===== src/design/mbhr_pkg.sv =====
// Constants, types and register map of the holding-register bank
package mbhr_pkg;

  // Register numbers; protocol address is register number minus base
  localparam logic [16:0] REG_BASE      = 17'h09C41;
  localparam logic [16:0] RG_RESET      = 17'h09C42;
  localparam logic [16:0] RG_CLR        = 17'h09C43;
  localparam logic [16:0] RG_ALL_CLR    = 17'h09C44;
  localparam logic [16:0] RG_CLR_KC     = 17'h09C46;
  localparam logic [16:0] RG_ALL_CLR_KC = 17'h09C47;
  localparam logic [16:0] RG_CTRL_STS   = 17'h09C49;
  localparam logic [16:0] RG_MODE       = 17'h09C4A;
  localparam logic [16:0] RG_FREQ_RAM   = 17'h09C4E;
  localparam logic [16:0] RG_FREQ_NV    = 17'h09C4F;

  // Clear keys
  localparam logic [15:0] KEY_CLR       = 16'h965A;
  localparam logic [15:0] KEY_ALL_CLR   = 16'h99AA;
  localparam logic [15:0] KEY_CLR_KC    = 16'h5A96;
  localparam logic [15:0] KEY_ALL_CLR_KC = 16'hAA99;

  // Mode write values
  localparam logic [15:0] MODE_WR_TERM  = 16'h0010;
  localparam logic [15:0] MODE_WR_LINK  = 16'h0014;

  // Control bits in use: 0-5, 7, 8, 10, 12
  localparam logic [15:0] CTRL_USED_MASK = 16'h15BF;
  localparam logic [15:0] CTRL_RST       = 16'h0000;
  localparam logic [15:0] RUN_FREQ_RST   = 16'h0000;

  // Output-inhibit bit inside the input terminal monitor
  localparam int          IN_TERM_INHIBIT_BIT = 6;

  // Monitor bank, in index order
  localparam int          MON_N = 26;
  localparam logic [16:0] MON_REGS [MON_N] = '{
    17'h09D09, 17'h09D0A, 17'h09D0B, 17'h09D0D, 17'h09D0F, 17'h09D10,
    17'h09D11, 17'h09D12, 17'h09D13, 17'h09D14, 17'h09D16, 17'h09D17,
    17'h09D18, 17'h09D1C, 17'h09D1F, 17'h09D20, 17'h09D21, 17'h09D3C,
    17'h09D3D, 17'h09D3E, 17'h09D42, 17'h09D43, 17'h09D44, 17'h09D45,
    17'h09D46, 17'h09D47};
  localparam logic [4:0]  MI_OUT_FREQ = 5'h00;
  localparam logic [4:0]  MI_SET_FREQ = 5'h03;
  localparam logic [4:0]  MI_IN_TERM  = 5'h0B;
  localparam logic [4:0]  MI_OPT_IN1  = 5'h14;
  localparam logic [4:0]  MI_OPT_IN2  = 5'h15;
  localparam logic [4:0]  MI_OPT_OUT  = 5'h16;

  typedef enum logic [2:0] {
    MD_TERM, MD_PANEL, MD_TERM_INCH, MD_PANEL_INCH, MD_LINK, MD_PANEL_TERM
  } mbhr_mode_e;

  localparam mbhr_mode_e MODE_RST = MD_TERM;

  typedef struct packed {
    logic        wr;
    logic [15:0] addr;
    logic [15:0] wdata;
  } mbhr_req_s;

  typedef struct packed {
    logic running;
    logic fwd;
    logic rev;
    logic at_target_freq;
    logic overload_flag;
    logic freq_threshold_flag;
    logic fault_relay;
    logic fault_occ;
  } mbhr_sts_s;

  typedef struct packed {
    logic drive_reset;
    logic param_clear;
    logic all_param_clear;
    logic keep_comm;
  } mbhr_cmd_s;

endpackage


===== src/design/mbhr_regs.sv =====
// Holding-register bank of the drive serial slave
`timescale 1ns/10ps

module mbhr_regs #(
  parameter bit SAFETY_STOP = 1'b0
) (
  input  wire logic                                  core_clk,
  input  wire logic                                  rst_n,
  input  wire logic                                  req_valid,
  input  wire mbhr_pkg::mbhr_req_s                   req,
  output      logic                                  rsp_valid,
  output      logic [15:0]                           rsp_rdata,
  output      logic                                  rsp_hit,
  output      logic                                  rsp_bad_value,
  input  wire mbhr_pkg::mbhr_sts_s                   sts,
  input  wire logic                                  speed_unit,
  input  wire logic [15:0]                           out_speed,
  input  wire logic [15:0]                           set_speed,
  input  wire logic [mbhr_pkg::MON_N-1:0][15:0]      mon_vals,
  input  wire logic                                  opt_fitted,
  input  wire logic                                  panel_mode_valid,
  input  wire mbhr_pkg::mbhr_mode_e                  panel_mode,
  output      mbhr_pkg::mbhr_cmd_s                   cmd,
  output      logic [15:0]                           ctrl_word,
  output      logic [15:0]                           ctrl_eff,
  output      mbhr_pkg::mbhr_mode_e                  mode,
  output      logic [15:0]                           run_freq,
  output      logic                                  run_freq_rpm,
  output      logic                                  nv_wr,
  output      logic [15:0]                           nv_data
);

  // ----------------------------------------------------------
  // Decode
  // ----------------------------------------------------------
  function automatic logic [5:0] mon_lookup(input logic [16:0] n);
    logic [5:0] r;
    r = 6'h00;
    for (int i = 0; i < mbhr_pkg::MON_N; i++)
      if (mbhr_pkg::MON_REGS[i] == n)
        r = {1'b1, 5'(i)};
    return r;
  endfunction

  function automatic logic [15:0] mode_code(input mbhr_pkg::mbhr_mode_e m);
    logic [15:0] c;
    c = 16'h0000;
    case (m)
      mbhr_pkg::MD_TERM:       c = 16'h0000;
      mbhr_pkg::MD_PANEL:      c = 16'h0001;
      mbhr_pkg::MD_TERM_INCH:  c = 16'h0002;
      mbhr_pkg::MD_PANEL_INCH: c = 16'h0003;
      mbhr_pkg::MD_LINK:       c = 16'h0004;
      mbhr_pkg::MD_PANEL_TERM: c = 16'h0005;
      default:                c = 16'h0000;
    endcase
    return c;
  endfunction

  logic [15:0]          ctrl_r;
  logic [15:0]          ctrl_eff_r;
  mbhr_pkg::mbhr_mode_e mode_r;
  mbhr_pkg::mbhr_mode_e mode_nxt;
  logic [15:0]          freq_r;
  logic                 rpm_r;
  logic                 nv_wr_r;
  logic [15:0]          nv_data_r;
  mbhr_pkg::mbhr_cmd_s  cmd_r;
  mbhr_pkg::mbhr_cmd_s  cmd_nxt;
  logic                 rsp_valid_r;
  logic [15:0]          rsp_rdata_r;
  logic                 rsp_hit_r;
  logic                 rsp_bad_r;

  wire [16:0] reg_num = 17'(req.addr) + mbhr_pkg::REG_BASE;
  wire        wr_acc  = req_valid & req.wr;
  wire        rd_acc  = req_valid & ~req.wr;
  wire [15:0] wd      = req.wdata;

  wire is_reset  = reg_num == mbhr_pkg::RG_RESET;
  wire is_clr    = reg_num == mbhr_pkg::RG_CLR;
  wire is_all    = reg_num == mbhr_pkg::RG_ALL_CLR;
  wire is_clr_kc = reg_num == mbhr_pkg::RG_CLR_KC;
  wire is_all_kc = reg_num == mbhr_pkg::RG_ALL_CLR_KC;
  wire is_ctrl   = reg_num == mbhr_pkg::RG_CTRL_STS;
  wire is_mode   = reg_num == mbhr_pkg::RG_MODE;
  wire is_freq   = reg_num == mbhr_pkg::RG_FREQ_RAM;
  wire is_fnv    = reg_num == mbhr_pkg::RG_FREQ_NV;
  wire [5:0] mon = mon_lookup(reg_num);
  wire       mon_hit = mon[5];
  wire [4:0] mon_i   = mon[4:0];

  wire key_clr    = is_clr & (wd == mbhr_pkg::KEY_CLR);
  wire key_all    = is_all & (wd == mbhr_pkg::KEY_ALL_CLR);
  wire key_clr_kc = is_clr_kc & (wd == mbhr_pkg::KEY_CLR_KC);
  wire key_all_kc = is_all_kc & (wd == mbhr_pkg::KEY_ALL_CLR_KC);
  wire is_keyed   = is_clr | is_all | is_clr_kc | is_all_kc;
  wire key_ok     = key_clr | key_all | key_clr_kc | key_all_kc;

  wire mode_term = is_mode & (wd == mbhr_pkg::MODE_WR_TERM);
  wire mode_link = is_mode & (wd == mbhr_pkg::MODE_WR_LINK);
  wire bad_val  = (is_keyed & ~key_ok) | (is_mode & ~mode_term & ~mode_link);

  // write-only and unknown registers have no read path
  wire wr_hit = is_reset | is_keyed | is_ctrl | is_mode | is_freq | is_fnv;
  wire rd_hit = is_ctrl | is_mode | is_freq | mon_hit;

  // ----------------------------------------------------------
  // Read data
  // ----------------------------------------------------------
  // status word, other bits zero
  // bits 0, 6, 7 arrive already routed by the output map
  wire [15:0] sts_word = {sts.fault_occ, 7'h00, sts.fault_relay,
                          sts.freq_threshold_flag, 1'b0, sts.overload_flag,
                          sts.at_target_freq, sts.rev, sts.fwd, sts.running};

  wire [15:0] mon_raw = mon_vals[mon_i];
  wire is_fmon = (mon_i == mbhr_pkg::MI_OUT_FREQ) |
                 (mon_i == mbhr_pkg::MI_SET_FREQ);
  wire [15:0] fmon = (mon_i == mbhr_pkg::MI_OUT_FREQ) ? out_speed : set_speed;
  wire is_opt = (mon_i == mbhr_pkg::MI_OPT_IN1) |
                (mon_i == mbhr_pkg::MI_OPT_IN2) |
                (mon_i == mbhr_pkg::MI_OPT_OUT);
  // inhibit input forced off on safety-stop variants
  wire [15:0] inh_mask = SAFETY_STOP ?
                         ~(16'h0001 << mbhr_pkg::IN_TERM_INHIBIT_BIT) :
                         16'hFFFF;
  wire [15:0] mon_rd = (is_fmon & speed_unit) ? fmon :
                       (is_opt & ~opt_fitted) ? 16'h0000 :
                       (mon_i == mbhr_pkg::MI_IN_TERM) ? (mon_raw & inh_mask) :
                       mon_raw;

  // read of control register returns status
  wire [15:0] rd_val = is_ctrl ? sts_word :
                       is_mode ? mode_code(mode_r) :
                       is_freq ? freq_r :
                       mon_hit ? mon_rd : 16'h0000;

  // ----------------------------------------------------------
  // Commands
  // ----------------------------------------------------------
  // any value resets the drive
  // second pair flags communication settings as kept
  assign cmd_nxt.drive_reset     = wr_acc & is_reset;
  assign cmd_nxt.param_clear     = wr_acc & (key_clr | key_clr_kc);
  assign cmd_nxt.all_param_clear = wr_acc & (key_all | key_all_kc);
  assign cmd_nxt.keep_comm       = wr_acc & (key_clr_kc | key_all_kc);

  // bus write beats a panel request in the same cycle
  assign mode_nxt = (wr_acc & mode_link) ? mbhr_pkg::MD_LINK :
                    (wr_acc & mode_term) ? mbhr_pkg::MD_TERM :
                    panel_mode_valid   ? panel_mode : mode_r;

  // ----------------------------------------------------------
  // Registers
  // ----------------------------------------------------------
  always_ff @(posedge core_clk)
  begin
    if (!rst_n)
    begin
      cmd_r       <= '0;
      ctrl_r      <= mbhr_pkg::CTRL_RST;
      ctrl_eff_r  <= mbhr_pkg::CTRL_RST;
      mode_r      <= mbhr_pkg::MODE_RST;
      freq_r      <= mbhr_pkg::RUN_FREQ_RST;
      rpm_r       <= 1'b0;
      nv_wr_r     <= 1'b0;
      nv_data_r   <= mbhr_pkg::RUN_FREQ_RST;
      rsp_valid_r <= 1'b0;
      rsp_rdata_r <= 16'h0000;
      rsp_hit_r   <= 1'b0;
      rsp_bad_r   <= 1'b0;
    end
    else
    begin
      cmd_r       <= cmd_nxt;
      mode_r      <= mode_nxt;
      // unused control bits stored as zero
      // default bit meanings kept in place
      if (wr_acc & is_ctrl)
        ctrl_r <= wd & mbhr_pkg::CTRL_USED_MASK;
      // command bits act only in fieldbus mode
      ctrl_eff_r  <= (mode_r == mbhr_pkg::MD_LINK) ? ctrl_r : 16'h0000;
      if (wr_acc & is_freq)
        freq_r <= wd;
      // frequency unit follows the display setting
      rpm_r       <= speed_unit;
      // non-volatile store is a write strobe
      nv_wr_r     <= wr_acc & is_fnv;
      if (wr_acc & is_fnv)
        nv_data_r <= wd;
      rsp_valid_r <= req_valid;
      rsp_rdata_r <= rd_acc ? rd_val : 16'h0000;
      rsp_hit_r   <= req_valid & (req.wr ? wr_hit : rd_hit);
      rsp_bad_r   <= wr_acc & bad_val;
    end
  end

  assign cmd           = cmd_r;
  assign ctrl_word     = ctrl_r;
  assign ctrl_eff      = ctrl_eff_r;
  assign mode          = mode_r;
  assign run_freq      = freq_r;
  assign run_freq_rpm  = rpm_r;
  assign nv_wr         = nv_wr_r;
  assign nv_data       = nv_data_r;
  assign rsp_valid     = rsp_valid_r;
  assign rsp_rdata     = rsp_rdata_r;
  assign rsp_hit       = rsp_hit_r;
  assign rsp_bad_value = rsp_bad_r;
endmodule


===== config.mk =====
export PLATFORM = sky130hd
export DESIGN_NAME = mbhr_regs
export DESIGN_NICKNAME = d
export VERILOG_FILES = /design/src/design/mbhr_pkg.sv /design/src/design/mbhr_regs.sv
export SDC_FILE = /design/constraint.sdc
export NUM_CORES = 1
export LEC_CHECK = 0
export ABC_AREA = 1
export BUFFER_PORTS_ARGS = -buffer_cell sky130_fd_sc_hd__buf_2
export CAP_MARGIN = 30
export CORE_AREA = 2 2 228 230
export CTS_CLUSTER_SIZE = 40
export DETAILED_ROUTE_END_ITERATION = 8
export DIE_AREA = 0 0 230 232
export SLEW_MARGIN = 25
export SYNTH_ARGS = -nofsm -noshare
export SYNTH_HDL_FRONTEND = slang
export SYNTH_SLANG_ARGS = --single-unit

===== constraint.sdc =====
create_clock -name core_clk -period 7.8 [get_ports core_clk]
set_input_delay 1.95 -clock core_clk [delete_from_list [all_inputs] [get_ports core_clk]]
set_output_delay 1.95 -clock core_clk [all_outputs]
set_load 0.005 [all_outputs]

After elaboration in Yosys (flattened, before gate mapping)
Index checks and enable logic that the tools add are counted.
- flip-flop bits (word level): 80
- output and inout bits: 92
- bits of input ports: 498
- latch bits: 0
- RAM bits: 0
- ROM bits: 0
- memories: 0
- logic and storage cells: 167
- shift-type cells: 0
- bitwise operators: 52
- equal/unequal tests: 50
- mux-type cells: 40
- $lt $le $gt $ge: 1
- add/sub/neg operators: 1
- divide/modulo/power cells: 0
- $mul: 0
- reduce and logical (&&, ||, !) cells: 6
- operators by type and width (cell ; count):
    16-bit by 17-bit == test with 1-bit output, first input constant ; 26
    6-bit two-way mux ; 26
    17-bit by 16-bit == test with 1-bit output, second input constant ; 9
    16-bit two-way mux ; 8
    16-bit binary-select mux with 5-bit select ; 1
    16-bit == test, second input constant ; 3
    16-bit by 5-bit == test with 1-bit output, second input constant ; 2
    1-bit AND ; 24
    1-bit bitwise OR ; 21
    16-bit by 16-bit adder with 17-bit output, second input constant ; 1
    16-bit by 15-bit == test with 1-bit output, second input constant ; 1
    5-bit == test, second input constant ; 3
    3-bit one-hot mux with 5 select lines ; 1
    3-bit two-way mux ; 3
    1-bit NOT ; 7
    3-bit by 2-bit == test with 1-bit output, second input constant ; 2
    3-bit == test, second input constant ; 2
    5-bit by 6-bit < comparator with 1-bit output, second input constant ; 1
    3-bit OR reduction ; 2
    5-bit by 2-bit == test with 1-bit output, second input constant ; 1
    5-bit zero test ; 1
    2-bit AND reduction ; 2
    3-bit by 1-bit == test with 1-bit output, second input constant ; 1
    3-bit nonzero test ; 1
    1-bit two-way mux ; 1

Longest topological paths before layout
- depth in word-level cells: 38
- mapped depth: 35
- depth with buffers taken out: 31

Worst setup path before layout
OpenSTA, ideal clock, no wires.
- kind: input to register
- start: input port req[19] (netlist bit)
- end: register rsp_rdata_r[0], in the netlist rsp_rdata[0]
- setup slack: 2955 ps
- data arrival time: 4732 ps
- cell stages on the path: 27
- cell sequence: buf_2 > nand2_2 > nor2_8 > nand2_2 > o211ai_1 > nand2_1 > nand3_1 > nor2_4 > buf_6 > buf_6 > nand2_1 > nand2_1 > nor2_1 > nand4_1 > nor2_1 > nand4_1 > nor2_1 > nand3_2 > nor3b_4 > inv_2 > buf_6 > o21ai_1 > nand2_1 > nand2_1 > nand2_1 > nand2_1 > nand2_1
- word-level cells in the longest chain between the ends: 37
- RTL lines (what ; RTL line ; source):
    start, declared ; mbhr_regs.sv:10 ; input wire mbhr_pkg::mbhr_req_s req,
    16-bit by 16-bit adder with 17-bit output (*) ; mbhr_regs.sv:75 ; wire [16:0] reg_num = 17'(req.addr) + mbhr_pkg::REG_BASE;
    branches (longest 35 deep; another with 16-bit by 17-bit == test with 1-bit output) ; -- ;
    16-bit two-way mux (*) ; mbhr_regs.sv:134 ; wire [15:0] rd_val = is_ctrl ? sts_word :
    end signal, assigned ; mbhr_regs.sv:193 ; rsp_rdata_r <= rd_acc ? rd_val : 16'h0000;
    end, declared ; mbhr_regs.sv:71 ; logic [15:0] rsp_rdata_r;
Every way passes the cells marked *. The select of a mux whose other input is x is not followed.
A chain may end at the register's enable or synchronous reset.

Final worst setup path
- start: input port req[19] (netlist bit)
- end: register rsp_rdata_r[8], in the netlist rsp_rdata[8]
- word-level cells in the longest chain between the ends: 36
- RTL lines (what ; RTL line):
    16-bit by 16-bit adder with 17-bit output (*) ; mbhr_regs.sv:75
    branches (longest 35 deep; another with 16-bit by 17-bit == test with 1-bit output) ; --
Marks and branches as above.

==> run summary <==
Switching share of total power -> 0.287
P per Cell Area -> 85.1 nW/um2
Type of element capturing the critical path -> flip-flop
Mapped Area -> 10,800 um2
Setup repair after global routing missed its margin -> no
Avg WL per Cell -> 17.6 um
Max-slew headroom at the worst pin -> 0.359
Class of the tightest hold or removal check -> flip-flop to flip-flop
Portion of total power attributed to the clock network -> 0.393
Critical path required time -> 8020 ps
Max Buffers Root-to-Sink -> 2
Total of buffers placed on input and output ports -> 577
Placer Congestion -> 0.931
Largest clock skew in the final design -> 7.31 ps
Most common cell after layout, fill and taps aside -> nand2_1
Via-to-Cell Ratio -> 4.44
Flip-flop and latch count after synthesis -> 80
Share of the core filled with cells -> 0.285
Standby leakage power -> 0.00859 uW
Status -> finished, final reports clean
Critical path start-end classification -> input pin to flip-flop
Number of global-route vias before repair -> 14.1k
Initial DRC count -> 991
Sum of net half-perimeters after detailed placement -> 49,300 um
Multi-input gate area -> 7120 um2
Number of synthesis warnings -> 0
Total design power -> 1240 uW
Register clock-pin slew on the reported worst setup and hold paths -> 60 ps
Sinks on Clock Net -> 80
Top-level port count -> 590
Internal portion of total power -> 881 uW
Fin. Hold Viols -> 0
Minimum clock period -> 6430 ps
Area of the core -> 50,900 um2
Setup slack at placement -> 975 ps
Total die area -> 53,400 um2
Initial antenna violation count -> 19
Syn_area_per_cell -> 4.94 um2
First-pass GRT wire length -> 85,500 um
Number of remaining DRC errors -> 0
Floorplan row count -> 83
Final number of max-transition violations -> 0
Commonest non-fill, non-tap cells in the layout -> nand2_1, buf_2, inv_1
Transition at the pin with the smallest max-transition slack -> 960 ps
Number of clock buffers inserted by TritonCTS -> 9
VDD IR-drop max -> 0.116 mV
Initial core utilization -> 0.212
Data arrival time of the critical path -> 6650 ps
Setup violations, final -> 0
Part of the total power dissipated in sequential elements -> 0.332
Post-Synthesis Cells -> 2,183
Via count -> 15.0k
Buffer type at the clock tree root -> clkbuf_16
Maximum level of the CTS H-tree -> 3
Max-cap viol count -> 0
Number of fillers in the final layout -> 6,030
TritonCTS clock tree -> yes
Cts hold-fix bufs -> 0
DR pass1 iterations -> 5
Fmax -> 0.155 GHz
Number of instances resized during post-cts repair -> 0
Switch Pwr -> 355 uW
Fin Setup TNS -> 0 ps
Power share of the combinational group -> 0.274
Final critical-path setup slack -> 1370 ps
Layout cells sized above 1 -> 0.245
Global route overflow -> 0
Pin count of the biggest net entering global routing -> 81
Share of synthesized area occupied by flip-flops and latches -> 0.149
Die Y-Extent -> 232 um
Post-CTS setup repair buffer count -> 0
Number of nets in the final layout -> 3,184
DRT Wirelength -> 59,300 um
Unique cell type count in the Yosys netlist -> 51
Clock Latency Late Sink -> 340 ps
Fraction of the cycle the final worst path needs -> 0.825
Worst-path fanout max -> 33
Final antenna-violating net count -> 0
Sequential cell area in the final layout -> 1600 um2
Placed Instances -> 3,354
Post-Layout Cell Count -> 3,375
Die Width -> 230 um
Post-synthesis to final-layout area growth -> 34.7%
Global routing usage summed across all routing layers -> 0.211
Type of element launching the critical path -> input pin
## final cells by class
class,instances,share of cell area
Antenna cell,5,0.000862
Clock buffer,12,0.0170
Clock inverter,3,0.00620
Inverter,400,0.104
Multi-Input combinational cell,1593,0.490
Sequential cell,80,0.110
Tap cell,680,0.0586
Timing Repair Buffer,602,0.213
## critical path, stage by stage
cell      delay (ps)
buf_2            180
nand2_2          150
nor2_8           170
nand2_2          100
o211ai_1         180
nand2_1           90
nand3_1          130
nor2_4           160
inv_4            220
nor3_2            80
nand2_1          120
nand4_2          410
inv_1            320
nand3_1          380
nor2_4           690
inv_1            350
a21oi_1          430
nor2_1           100
nand2_1           70
nand2_1           70
nand2_1          110
nand2_1           60
nand2_1           70
a21oi_1           60
## registers in the layout (all words and copies together) (netlist names), 3 cells and up
name,count
ctrl_word,10
run_freq,16
rsp_rdata,16
cmd,4
ctrl_eff,10
mode,3
nv_data,16
## metrics by stage
step                      area (um2)  hold slack (ps)
after CTS                      14500              440
final                          14500              440
after detailed placement       14200              431
after floorplan                10800              435
after global routing           14500              464
after global placement         14100              425
## path summary, 6_finish.rpt
| check | end | slack [ps] | startpoint | depth (start not counted) |
|---|---|---|---|---|
| setup / recovery | rsp_rdata[8]$_SDFF_PP0_ | 1370 | req[19] | 24 |
| setup reg to reg | ctrl_eff[2]$_SDFF_PN0_ | 6540 | mode[2]$_SDFFE_PN0P_ | 2 |
| hold / removal | ctrl_eff[7]$_SDFF_PN0_ | 440 | ctrl_word[7]$_SDFFE_PN0P_ | 2 |
| hold reg to reg | ctrl_eff[7]$_SDFF_PN0_ | 440 | ctrl_word[7]$_SDFFE_PN0P_ | 2 |
## kinds of logic (layout without fill, tap and decap cells)
family,Yosys count,count (layout),share of synthesized area
and+or+nand+nor,1274,1274,0.502
buffers and inverters,521,1017,0.198
xor gates and xnor gates,1,1,0.000813
DFF,80,80,0.149
AOI/OAI and AO/OA,306,306,0.151
other,1,17,0.000348
## routing by layer
metal,vias to the layer above,track usage,part of all wire
li1,7775,-,-
met1,6594,0.265,0.44
met2,522,0.371,0.47
met3,92,0.0435,0.064
met4,18,0.0462,0.024
met5,-,0,0.0019
## Yosys cell counts (all sizes together)
| cell type | instances | area [um2] |
|---|---|---|
| o41ai | 1 | 8.76 |
| or3 | 1 | 6.26 |
| nand3 | 90 | 483 |
| a211oi | 4 | 30.0 |
| buf | 71 | 437 |
| nor2 | 133 | 536 |
| nor3 | 31 | 186 |
| nand3b | 1 | 11.3 |
| a41oi | 1 | 8.76 |
| a31oi | 6 | 43.8 |
| a21boi | 1 | 7.51 |
| a22o | 1 | 8.76 |
| dfxtp | 80 | 1600 |
| and3 | 2 | 12.5 |
| a2111oi | 1 | 8.76 |
| nand4 | 106 | 669 |
| a311oi | 1 | 8.76 |
| o21ai | 197 | 986 |
| conb | 1 | 3.75 |
| a32o | 1 | 10.0 |
| inv | 400 | 1510 |
| o21bai | 1 | 7.51 |
| a21oi | 74 | 370 |
| o31ai | 3 | 22.5 |
| nand2b | 1 | 6.26 |
| o311ai | 1 | 8.76 |
| nor4 | 13 | 81.3 |
| xor2 | 1 | 8.76 |
| nand2 | 894 | 3380 |
| clkbuf | 50 | 188 |
| o21a | 10 | 75.1 |
| o211ai | 3 | 22.5 |
| nor3b | 2 | 31.3 |
## power groups by stage
| stage | logic, uW | registers (uW) | clock network, uW |
|---|---|---|---|
| finish | 339 | 411 | 486 |
| global route | 383 | 411 | 508 |
| CTS | 343 | 411 | 493 |
| detailed placement | 340 | 420 | 0 |
| global placement | 341 | 420 | 0 |
| floorplan | 151 | 420 | 0 |
Power figures use the tool's default switching activity.
